File: src/dtb_pkg.sv
// Functional notes
// - Two identical timers, upper and lower bytes
// - Timer clock: osc/4, /64, /1024, sub-oscillator
// - Overflow sampled at phase 2, one per cycle
// - Mode 0: 13 bits, lower top 3 ignored
// - Lower counts; upper steps on bit-4 fall
// - Mode 0 wrap to zero sets overflow flag
// - Count only if run and gate allows
// - Select bit picks clock or pin falls
// - Mode 1: full 16-bit counter
// - Mode 2: 8-bit, reload lower from upper
// - Timer 0 mode 2 drives tone pin
// - Source select high outputs key tone
// - Tone enable low floats the pin
// - Tone toggles on each timer 0 mode 2 overflow
// - Servicing clears the matching overflow flag
// - Vectors 0Bh and 1Bh; software clear too
package dtb_pkg;
  // ----------------------------------------------------------
  // Register map (byte addresses)
  // ----------------------------------------------------------
  localparam logic [7:0] ADDR_CTRL = 8'h00;
  localparam logic [7:0] ADDR_TBSEL = 8'h04;
  localparam logic [7:0] ADDR_TONE = 8'h08;
  localparam logic [7:0] ADDR_CNT0 = 8'h0c;
  localparam logic [7:0] ADDR_CNT1 = 8'h10;
  localparam logic [7:0] ADDR_STAT = 8'h14;
  localparam logic [7:0] ADDR_MASK = 8'h18;
  localparam logic [7:0] ADDR_VEC = 8'h1c;
  // ----------------------------------------------------------
  // Field positions and reset values
  // ----------------------------------------------------------
  localparam int CTRL_RUN = 0;
  localparam int CTRL_GATE = 1;
  localparam int CTRL_CSEL = 2;
  localparam int CTRL_MODE = 3;
  localparam int CTRL_T1 = 8;
  localparam logic [15:0] CTRL_WMASK = 16'h1f1f;
  localparam logic [15:0] CTRL_RST = 16'h0000;
  localparam logic [3:0] TBSEL_RST = 4'h0;
  localparam int TONE_SRC_BIT = 6;
  localparam int TONE_EN_BIT = 7;
  localparam logic [7:0] TONE_RST = 8'h00;
  localparam logic [15:0] CNT_RST = 16'h0000;
  localparam logic [1:0] FLAG_RST = 2'h0;
  localparam logic [7:0] VEC_TMR0 = 8'h0b;
  localparam logic [7:0] VEC_TMR1 = 8'h1b;
  // ----------------------------------------------------------
  // Modes, time bases, prescaler taps
  // ----------------------------------------------------------
  typedef enum logic [1:0] {
    DTB_MODE13 = 2'h0,
    DTB_MODE16 = 2'h1,
    DTB_MODE_RELOAD = 2'h2,
    DTB_MODE_RSVD = 2'h3
  } dtb_mode_t;
  localparam logic [1:0] SRC_DIV4 = 2'h0;
  localparam logic [1:0] SRC_DIV64 = 2'h1;
  localparam logic [1:0] SRC_DIV1024 = 2'h2;
  localparam logic [1:0] SRC_SUB = 2'h3;
  localparam logic [9:0] DIV4_MASK = 10'h003;
  localparam logic [9:0] DIV64_MASK = 10'h03f;
  localparam logic [9:0] DIV1024_MASK = 10'h3ff;
  localparam logic [9:0] DIV_RST = 10'h000;
  // Machine cycle phases, one-hot
  typedef enum logic [3:0] {
    DTB_PH1 = 4'h1,
    DTB_PH2 = 4'h2,
    DTB_PH3 = 4'h4,
    DTB_PH4 = 4'h8
  } dtb_phase_t;
endpackage : dtb_pkg

File: src/dtb_top.sv
`timescale 1ns/1ps
module dtb_top (
  input wire logic pclk,
  input wire logic presetn,
  input wire logic psel,
  input wire logic penable,
  input wire logic pwrite,
  input wire logic [7:0] paddr,
  input wire logic [31:0] pwdata,
  output logic [31:0] prdata,
  output logic pready,
  output logic pslverr,
  input wire logic sub_oscillator_clock,
  input wire logic tmr0_count_pin,
  input wire logic tmr1_count_pin,
  input wire logic external_gate_pin_0,
  input wire logic external_gate_pin_1,
  input wire logic tmr0_int_serviced,
  input wire logic tmr1_int_serviced,
  input wire logic key_tone,
  output logic tone_output_pin_o,
  output logic tone_output_pin_oe,
  output logic irq
);
  // ----------------------------------------------------------
  // Helpers
  // ----------------------------------------------------------
  function automatic logic fell(input logic prev, input logic cur);
    fell = prev & ~cur;
  endfunction : fell

  function automatic logic base_tick(input logic [1:0] sel, input logic [9:0] div,
                                     input logic sub_fall);
    case (sel)
      dtb_pkg::SRC_DIV4: base_tick = (div & dtb_pkg::DIV4_MASK) == dtb_pkg::DIV4_MASK;
      dtb_pkg::SRC_DIV64: base_tick = (div & dtb_pkg::DIV64_MASK) == dtb_pkg::DIV64_MASK;
      dtb_pkg::SRC_DIV1024: base_tick = div == dtb_pkg::DIV1024_MASK;
      default: base_tick = sub_fall;
    endcase
  endfunction : base_tick

  // ----------------------------------------------------------
  // Registers and state
  // ----------------------------------------------------------
  logic [15:0] ctrl_reg;
  logic [3:0] timebase_select_reg;
  logic [7:0] tone_config_reg;
  logic [1:0] irq_mask_reg;
  logic tmr0_overflow_flag;
  logic tmr1_overflow_flag;
  logic [1:0] pend_reg;
  logic [9:0] div_reg;
  dtb_pkg::dtb_phase_t phase_reg;
  logic sub_prev_reg;
  logic pin0_prev_reg;
  logic pin1_prev_reg;
  logic tone_reg;
  logic [7:0] tmr0_lower_byte;
  logic [7:0] tmr0_upper_byte;
  logic [7:0] tmr1_lower_byte;
  logic [7:0] tmr1_upper_byte;
  logic [1:0] unit_ovf;
  logic [1:0] tick;
  logic [1:0] run_ok;
  logic wr_en;
  logic rd_en;
  logic addr_ok;
  logic [31:0] rdata_next;
  logic [7:0] vec_next;
  logic phase2;

  // ----------------------------------------------------------
  // APB slave: setup, then two access cycles
  // ----------------------------------------------------------
  // pready from a flop keeps the output clean at the cost of a wait state
  assign wr_en = psel & penable & pready & pwrite;
  assign rd_en = psel & penable & ~pready & ~pwrite;
  always_comb begin
    addr_ok = 1'b1;
    case (paddr)
      dtb_pkg::ADDR_CTRL, dtb_pkg::ADDR_TBSEL, dtb_pkg::ADDR_TONE, dtb_pkg::ADDR_CNT0,
      dtb_pkg::ADDR_CNT1, dtb_pkg::ADDR_STAT, dtb_pkg::ADDR_MASK,
      dtb_pkg::ADDR_VEC: addr_ok = 1'b1;
      default: addr_ok = 1'b0;
    endcase
  end

  // Highest pending unmasked source wins the vector, timer 0 first
  always_comb begin
    if (tmr0_overflow_flag & irq_mask_reg[0]) begin
      vec_next = dtb_pkg::VEC_TMR0;
    end else if (tmr1_overflow_flag & irq_mask_reg[1]) begin
      vec_next = dtb_pkg::VEC_TMR1;
    end else begin
      vec_next = 8'h00;
    end
  end

  // Read data mux
  always_comb begin
    rdata_next = 32'h0000_0000;
    case (paddr)
      dtb_pkg::ADDR_CTRL: rdata_next = {16'h0000, ctrl_reg};
      dtb_pkg::ADDR_TBSEL: rdata_next = {28'h0000000, timebase_select_reg};
      dtb_pkg::ADDR_TONE: rdata_next = {24'h000000, tone_config_reg};
      dtb_pkg::ADDR_CNT0: rdata_next = {16'h0000, tmr0_upper_byte, tmr0_lower_byte};
      dtb_pkg::ADDR_CNT1: rdata_next = {16'h0000, tmr1_upper_byte, tmr1_lower_byte};
      dtb_pkg::ADDR_STAT: rdata_next = {30'h0, tmr1_overflow_flag, tmr0_overflow_flag};
      dtb_pkg::ADDR_MASK: rdata_next = {30'h0, irq_mask_reg};
      dtb_pkg::ADDR_VEC: rdata_next = {24'h000000, vec_next};
      default: rdata_next = 32'h0000_0000;
    endcase
  end

  // Bus answer flops
  always_ff @(posedge pclk or negedge presetn) begin
    if (!presetn) begin
      pready <= 1'b0;
      pslverr <= 1'b0;
      prdata <= 32'h0000_0000;
    end else begin
      pready <= psel & penable & ~pready;
      pslverr <= psel & penable & ~pready & ~addr_ok;
      if (rd_en) begin
        prdata <= rdata_next;
      end
    end
  end

  // Software-written control registers
  always_ff @(posedge pclk or negedge presetn) begin
    if (!presetn) begin
      ctrl_reg <= dtb_pkg::CTRL_RST;
      timebase_select_reg <= dtb_pkg::TBSEL_RST;
      tone_config_reg <= dtb_pkg::TONE_RST;
      irq_mask_reg <= 2'h0;
    end else if (wr_en) begin
      case (paddr)
        dtb_pkg::ADDR_CTRL: ctrl_reg <= pwdata[15:0] & dtb_pkg::CTRL_WMASK;
        dtb_pkg::ADDR_TBSEL: timebase_select_reg <= pwdata[3:0];
        dtb_pkg::ADDR_TONE: tone_config_reg <= pwdata[7:0];
        dtb_pkg::ADDR_MASK: irq_mask_reg <= pwdata[1:0];
        default: irq_mask_reg <= irq_mask_reg;
      endcase
    end
  end

  // ----------------------------------------------------------
  // Prescaler, machine cycle and pin edges
  // ----------------------------------------------------------
  always_ff @(posedge pclk or negedge presetn) begin
    if (!presetn) begin
      div_reg <= dtb_pkg::DIV_RST;
      sub_prev_reg <= 1'b0;
      pin0_prev_reg <= 1'b0;
      pin1_prev_reg <= 1'b0;
    end else begin
      div_reg <= div_reg + 10'h001;
      sub_prev_reg <= sub_oscillator_clock;
      pin0_prev_reg <= tmr0_count_pin;
      pin1_prev_reg <= tmr1_count_pin;
    end
  end

  // Machine cycle of four clocks
  always_ff @(posedge pclk or negedge presetn) begin
    if (!presetn) begin
      phase_reg <= dtb_pkg::DTB_PH1;
    end else begin
      case (phase_reg)
        dtb_pkg::DTB_PH1: phase_reg <= dtb_pkg::DTB_PH2;
        dtb_pkg::DTB_PH2: phase_reg <= dtb_pkg::DTB_PH3;
        dtb_pkg::DTB_PH3: phase_reg <= dtb_pkg::DTB_PH4;
        default: phase_reg <= dtb_pkg::DTB_PH1;
      endcase
    end
  end
  assign phase2 = (phase_reg == dtb_pkg::DTB_PH2);

  // ----------------------------------------------------------
  // Count enables and the two timers
  // ----------------------------------------------------------
  assign run_ok[0] = ctrl_reg[dtb_pkg::CTRL_RUN]
    & (~ctrl_reg[dtb_pkg::CTRL_GATE] | external_gate_pin_0);
  assign run_ok[1] = ctrl_reg[dtb_pkg::CTRL_T1 + dtb_pkg::CTRL_RUN]
    & (~ctrl_reg[dtb_pkg::CTRL_T1 + dtb_pkg::CTRL_GATE] | external_gate_pin_1);
  assign tick[0] = run_ok[0] & (ctrl_reg[dtb_pkg::CTRL_CSEL]
    ? fell(pin0_prev_reg, tmr0_count_pin)
    : base_tick(timebase_select_reg[1:0], div_reg, fell(sub_prev_reg, sub_oscillator_clock)));
  assign tick[1] = run_ok[1] & (ctrl_reg[dtb_pkg::CTRL_T1 + dtb_pkg::CTRL_CSEL]
    ? fell(pin1_prev_reg, tmr1_count_pin)
    : base_tick(timebase_select_reg[3:2], div_reg, fell(sub_prev_reg, sub_oscillator_clock)));

  dtb_tmr_unit u_tmr0 (
    .pclk(pclk),
    .presetn(presetn),
    .tick(tick[0]),
    .mode(ctrl_reg[dtb_pkg::CTRL_MODE +: 2]),
    .wr_cnt(wr_en && paddr == dtb_pkg::ADDR_CNT0),
    .wdata(pwdata[15:0]),
    .lower_count_byte(tmr0_lower_byte),
    .upper_count_byte(tmr0_upper_byte),
    .ovf(unit_ovf[0])
  );

  dtb_tmr_unit u_tmr1 (
    .pclk(pclk),
    .presetn(presetn),
    .tick(tick[1]),
    .mode(ctrl_reg[dtb_pkg::CTRL_T1 + dtb_pkg::CTRL_MODE +: 2]),
    .wr_cnt(wr_en && paddr == dtb_pkg::ADDR_CNT1),
    .wdata(pwdata[15:0]),
    .lower_count_byte(tmr1_lower_byte),
    .upper_count_byte(tmr1_upper_byte),
    .ovf(unit_ovf[1])
  );

  // ----------------------------------------------------------
  // Overflow capture and flags
  // ----------------------------------------------------------
  // One slot per machine cycle: an overflow while the slot is full is lost
  always_ff @(posedge pclk or negedge presetn) begin
    if (!presetn) begin
      pend_reg <= 2'h0;
    end else begin
      pend_reg <= (pend_reg & ~{2{phase2}}) | unit_ovf;
    end
  end

  // Capture wins over a software or service clear in the same cycle
  always_ff @(posedge pclk or negedge presetn) begin
    if (!presetn) begin
      tmr0_overflow_flag <= dtb_pkg::FLAG_RST[0];
      tmr1_overflow_flag <= dtb_pkg::FLAG_RST[1];
    end else begin
      tmr0_overflow_flag <= (tmr0_overflow_flag & ~tmr0_int_serviced
        & ~(wr_en && paddr == dtb_pkg::ADDR_STAT && pwdata[0]))
        | (pend_reg[0] & phase2);
      tmr1_overflow_flag <= (tmr1_overflow_flag & ~tmr1_int_serviced
        & ~(wr_en && paddr == dtb_pkg::ADDR_STAT && pwdata[1]))
        | (pend_reg[1] & phase2);
    end
  end

  // Level interrupt from the unmasked flags
  always_ff @(posedge pclk or negedge presetn) begin
    if (!presetn) begin
      irq <= 1'b0;
    end else begin
      irq <= |({tmr1_overflow_flag, tmr0_overflow_flag} & irq_mask_reg);
    end
  end

  // ----------------------------------------------------------
  // Tone output from timer 0
  // ----------------------------------------------------------
  // Toggle per reload overflow halves the reload rate
  always_ff @(posedge pclk or negedge presetn) begin
    if (!presetn) begin
      tone_reg <= 1'b0;
    end else if (unit_ovf[0] && ctrl_reg[dtb_pkg::CTRL_MODE +: 2] == 2'h2) begin
      tone_reg <= ~tone_reg;
    end
  end

  // Pin driver; the enable float is shown as a low output enable
  always_ff @(posedge pclk or negedge presetn) begin
    if (!presetn) begin
      tone_output_pin_o <= 1'b0;
      tone_output_pin_oe <= 1'b0;
    end else begin
      tone_output_pin_oe <= tone_config_reg[dtb_pkg::TONE_EN_BIT];
      tone_output_pin_o <= tone_config_reg[dtb_pkg::TONE_EN_BIT]
        & (tone_config_reg[dtb_pkg::TONE_SRC_BIT] ? key_tone : tone_reg);
    end
  end

  // ----------------------------------------------------------
  // Checks
  // ----------------------------------------------------------
  flag_phase_a : assert property (
    @(posedge pclk) disable iff (!presetn)
    $rose(tmr0_overflow_flag) |-> $past(phase_reg) == dtb_pkg::DTB_PH2)
    else $error("flag set outside phase 2");
  ovf_capture_a : assert property (
    @(posedge pclk) disable iff (!presetn)
    unit_ovf[0] |-> ##[1:5] tmr0_overflow_flag)
    else $error("timer 0 overflow not flagged");
  gate_hold_a : assert property (
    @(posedge pclk) disable iff (!presetn)
    ctrl_reg[dtb_pkg::CTRL_GATE] && !external_gate_pin_0 |-> !tick[0])
    else $error("count while gate low");
  gate1_hold_a : assert property (
    @(posedge pclk) disable iff (!presetn)
    ctrl_reg[dtb_pkg::CTRL_T1 + dtb_pkg::CTRL_GATE] && !external_gate_pin_1
      && !(wr_en && paddr == dtb_pkg::ADDR_CNT1)
    |=> $stable({tmr1_upper_byte, tmr1_lower_byte}))
    else $error("timer 1 counted while gate low");
  service_clr_a : assert property (
    @(posedge pclk) disable iff (!presetn)
    tmr1_int_serviced && !(pend_reg[1] && phase2) |=> !tmr1_overflow_flag)
    else $error("service did not clear flag");
  tone_off_a : assert property (
    @(posedge pclk) disable iff (!presetn)
    !tone_config_reg[dtb_pkg::TONE_EN_BIT] |=> !tone_output_pin_oe && !tone_output_pin_o)
    else $error("tone pin driven while disabled");
  key_tone_a : assert property (
    @(posedge pclk) disable iff (!presetn)
    tone_config_reg[dtb_pkg::TONE_EN_BIT] && tone_config_reg[dtb_pkg::TONE_SRC_BIT]
    |=> tone_output_pin_o == $past(key_tone))
    else $error("key tone not on pin");
  tone_flip_a : assert property (
    @(posedge pclk) disable iff (!presetn)
    unit_ovf[0] && ctrl_reg[4:3] == 2'h2 |=> tone_reg != $past(tone_reg))
    else $error("tone did not toggle");
  irq_level_a : assert property (
    @(posedge pclk) disable iff (!presetn)
    tmr0_overflow_flag && irq_mask_reg[0] |=> irq)
    else $error("unmasked flag without interrupt");
endmodule : dtb_top

File: src/dtb_tmr_unit.sv
`timescale 1ns/1ps
module dtb_tmr_unit (
  input wire logic pclk,
  input wire logic presetn,
  input wire logic tick,
  input wire logic [1:0] mode,
  input wire logic wr_cnt,
  input wire logic [15:0] wdata,
  output logic [7:0] lower_count_byte,
  output logic [7:0] upper_count_byte,
  output logic ovf
);
  // ----------------------------------------------------------
  // Counting register pair
  // ----------------------------------------------------------
  // Software load beats a count in the same cycle
  always_ff @(posedge pclk or negedge presetn) begin
    if (!presetn) begin
      lower_count_byte <= dtb_pkg::CNT_RST[7:0];
      upper_count_byte <= dtb_pkg::CNT_RST[15:8];
      ovf <= 1'b0;
    end else begin
      ovf <= 1'b0;
      if (wr_cnt) begin
        lower_count_byte <= wdata[7:0];
        upper_count_byte <= wdata[15:8];
      end else if (tick) begin
        case (mode)
          dtb_pkg::DTB_MODE13: begin
            // Top three lower bits hold whatever software wrote
            lower_count_byte[4:0] <= lower_count_byte[4:0] + 5'h01;
            if (lower_count_byte[4:0] == 5'h1f) begin
              upper_count_byte <= upper_count_byte + 8'h01;
              ovf <= (upper_count_byte == 8'hff);
            end
          end
          dtb_pkg::DTB_MODE16: begin
            {upper_count_byte, lower_count_byte} <=
              {upper_count_byte, lower_count_byte} + 16'h0001;
            ovf <= ({upper_count_byte, lower_count_byte} == 16'hffff);
          end
          dtb_pkg::DTB_MODE_RELOAD: begin
            if (lower_count_byte == 8'hff) begin
              lower_count_byte <= upper_count_byte;
              ovf <= 1'b1;
            end else begin
              lower_count_byte <= lower_count_byte + 8'h01;
            end
          end
          // Reserved code: the counter holds still
          default: begin
            ovf <= 1'b0;
          end
        endcase
      end
    end
  end

  // ----------------------------------------------------------
  // Checks
  // ----------------------------------------------------------
  reload_wrap_a : assert property (
    @(posedge pclk) disable iff (!presetn)
    tick && !wr_cnt && mode == 2'h2 && lower_count_byte == 8'hff
    |=> ovf && lower_count_byte == $past(upper_count_byte)
      && upper_count_byte == $past(upper_count_byte))
    else $error("reload mode wrap wrong");
  mode0_wrap_a : assert property (
    @(posedge pclk) disable iff (!presetn)
    tick && !wr_cnt && mode == 2'h0 && upper_count_byte == 8'hff
      && lower_count_byte[4:0] == 5'h1f
    |=> ovf && upper_count_byte == 8'h00 && lower_count_byte[4:0] == 5'h00
      && lower_count_byte[7:5] == $past(lower_count_byte[7:5]))
    else $error("13-bit wrap wrong");
  rsvd_hold_a : assert property (
    @(posedge pclk) disable iff (!presetn)
    !wr_cnt && mode == 2'h3 |=> $stable(lower_count_byte) && !ovf)
    else $error("reserved mode counted");
endmodule : dtb_tmr_unit

File: config.mk
export PLATFORM = sky130hd
export DESIGN_NAME = dtb_top
export DESIGN_NICKNAME = d
export VERILOG_FILES = /design/src/dtb_pkg.sv /design/src/dtb_top.sv /design/src/dtb_tmr_unit.sv
export SDC_FILE = /design/constraint.sdc
export NUM_CORES = 1
export LEC_CHECK = 0
export BUFFER_PORTS_ARGS = -buffer_cell sky130_fd_sc_hd__buf_2
export CELL_PAD_IN_SITES_DETAIL_PLACEMENT = 1
export CELL_PAD_IN_SITES_GLOBAL_PLACEMENT = 1
export CORE_ASPECT_RATIO = 0.8
export CORE_MARGIN = 2
export CORE_UTILIZATION = 35
export CTS_CLUSTER_SIZE = 40
export DETAILED_ROUTE_END_ITERATION = 10
export PLACE_DENSITY = 0.77
export SLEW_MARGIN = 20
export SYNTH_ARGS = -nofsm -noshare
export SYNTH_HDL_FRONTEND = slang
export SYNTH_HIERARCHICAL = 1
export SYNTH_SLANG_ARGS = --single-unit
File: constraint.sdc
create_clock -name pclk -period 5.1 [get_ports pclk]
set_input_delay 1.02 -clock pclk [delete_from_list [all_inputs] [get_ports pclk]]
set_output_delay 1.02 -clock pclk [all_outputs]
set_load 0.1 [all_outputs]
==> results.toml <==
[clock_network]
cts_root_buffer = "clkbuf_16"
cts_inserted_buffers = 9
worstSkewPairLatency_ns = 0.36
clock-sinks = 101
cts_tree = "built"
h-tree-depth = 3
clk_pin_slew_ns = 0.07
cts_resized = 0
cts_hold_buf = 0
clockBufferDepth = 2
cts_setup_buffers = 0

[finish]
syn2layout_area_growth_pct = 11.6
drive_gt1_share_pct = 20.9
fin_area_um2 = 6740
n_fill_cell = 1920
final_core_util_pct = 40.3
num_antenna_cells = 0
stdcell_count = 876
layout.nets = 719
largest_reg_flops = 16

[placement]
placed_area_um2 = 6440
placed_cells = 860
pre_cts_slack_ns = 1.21
dp_hpwl_um = 14400
gp_congestion = 0.943
portBuffers = 57

[sta]
fin_crit_sh_pct = 70.1
maxSlewViolCount = 0
setup_tns_ns = 0
skew_ns = 0.00830
period_minus_slack_ns = 3.57
hold_viol = 0
max_clock_freq_mhz = 280
layout_setup_ws_ns = 1.53
worst_pin_slew_ns = 0.926
rsz0062_at_grt = "no"
slew-limit-headroom_pct = 38.3
holdWs_ns = 0.444
setup_viol = 0

[setup_path]
path_delay_family = "simple AND/OR/NAND/NOR gates"
crit_type = "input port to flop"
reg2reg_to = "u_tmr0/upper_count_byte[5]"
start_kind = "input port"
critPathArrivalTime_ns = 3.81
worstPathCellList = "buf_2 > nor2_2 > and4_1 > nor2b_1 > buf_4 > clkinv_1 > nand2_1 > nor2_1 > a221o_1"
slowest_delay_ns = 0.53
path_max_fanout = 18
worstPathRequired_ns = 5.34
cp_slowest_cell = "clkinv_1"
rr_startpoint = "div_reg[0]"
ff2ff_setup_slack_ns = 2.27
endpoint_kind = "flop"
path_buf_inv = 3
rr_worst_depth = 8

[global_routing]
gr-total-overflow = 0
grt_pass1_wl_um = 30400
grt_use_total_pct = 21.8
antenna_found_initial = 0
first_global_vias = 5404
grt_max_degree = 67

[synthesis]
ys_seq_elements = 101
synth_xor_area_share_pct = 1.59
ys.warnings.count = 6
syn_inst = 605
yosys.area.top_type = "dfrtp_1"
synth_top_family_by_area = "simple AND/OR/NAND/NOR gates"
yosys-top-cells-count = "100 x dfrtp_1, 55 x nand2_1, 39 x o21ai_0"
ys.flop_type = "dfrtp_1"
ys_types = 79
async_flop_share_pct = 100
synth_area_per_cell_um2 = 9.99
synthMuxAreaShare_pct = 9.34
synth_area_um2 = 6040
seq_area_frac_synth_pct = 41.9
synth_fa_ha_area_share_pct = 3.11
synth.most_common_cell = "dfrtp_1"
ys_top_cells_by_area = "dfrtp_1 41%, mux2_4 5.0%, nand2_1 3.4%, o21ai_0 3.2%, ha_1 3.1%"
synth-simple-area-share_pct = 19.4
synth_top_area_share_pct = 41.4
synth_compound_area_share_pct = 18.9
synth-edff-count = 0

[floorplan]
start_util_pct = 36.2
num_io_pins = 90
coreArea_um2 = 16700
die_h_um = 122
die_w_um = 151
num_rows = 42
die_area_um2 = 18300

[route]
vias = 5149
firstDrtPassIters = 5
ant_nets = 0
wire_per_inst_um = 21.9
first_iter_violations = 366
drc = 0
vias_per_cell = 5.88
routed_wl_um = 19200

[hold_path]
min-delay-start = "u_tmr1/ovf"
hold_path_class = "flop to flop"
hold_path_end = "pend_reg[1]"
whs_path_depth = 1

[power]
power.total_mw = 1.68
ir_drop_uv = 135
leakage_nw = 3.06
powerDensity_nw_per_um2 = 249

[run_status]
status = "finished, final reports clean"

[flow_run]
cap_viol_max_count = 0
## cell type report
type                    count  area (um^2)  area share [%]
flip-flops and latches    101         2530            37.5
repair buffers             60          310            4.60
multi-input cells         452         3220            47.8
inverters                  27          104            1.54
clock inverters             7         77.6            1.15
clock buffers               9          225            3.34
well taps                 220          275            4.08
## how the worst max path moves through the flow
stage	cells after the start	slack, ns	startpoint	to
after floorplan	10	2.10	paddr[2]	u_tmr1/upper_count_byte[6]
after detailed placement	9	1.21	paddr[2]	u_tmr1/lower_count_byte[5]
final	9	1.53	paddr[2]	u_tmr1/lower_count_byte[5]
after global routing	9	1.36	paddr[2]	u_tmr1/lower_count_byte[3]
after global placement	9	1.37	paddr[2]	u_tmr1/lower_count_byte[5]
after CTS	9	1.56	paddr[2]	u_tmr1/lower_count_byte[5]
## layer usage
| metal | global-route usage (%) | routed length (um) |
|---|---|---|
| met1 | 30.9 | 8940 |
| met2 | 33.9 | 8670 |
| met3 | 4.40 | 1170 |
| met4 | 5.96 | 366 |
| met5 | 0 | 0 |
## where the power goes
part	switching, mW	internal (mW)
registers	0.00914	0.806
clock network	0.332	0.387
logic	0.120	0.0265
## cell usage in the layout, fill, tap and decap left out, drive strengths merged, types with 6 or more instances in the layout
cell and count:
or4 11, nor3 9, a32oi 7, nand3 33, o22ai 9, inv 28
mux2 33, conb 16, o211ai 6, a21oi 25, nand2b 8, and3 11
nor2 30, a31oi 14, nand2 57, and2 6, buf 60, ha 15
o31ai 8, dfrtp 100, a21o 9, or3 6, clkbuf 9, xnor2 6
a22oi 11, o21ai 40, nand4 11
## logic make-up (layout without fill, tap and decap cells)
kind of cell / count (synthesis) / after routing
other: 1 / 16
buffers and inverters: 67 / 103
adders and majority gates: 15 / 15
DFF: 101 / 101
AOI/OAI and AO/OA: 167 / 167
muxes: 41 / 41
xor gates and xnor gates: 11 / 11
and+or+nand+nor: 202 / 202
Power figures use the tool's default switching activity.
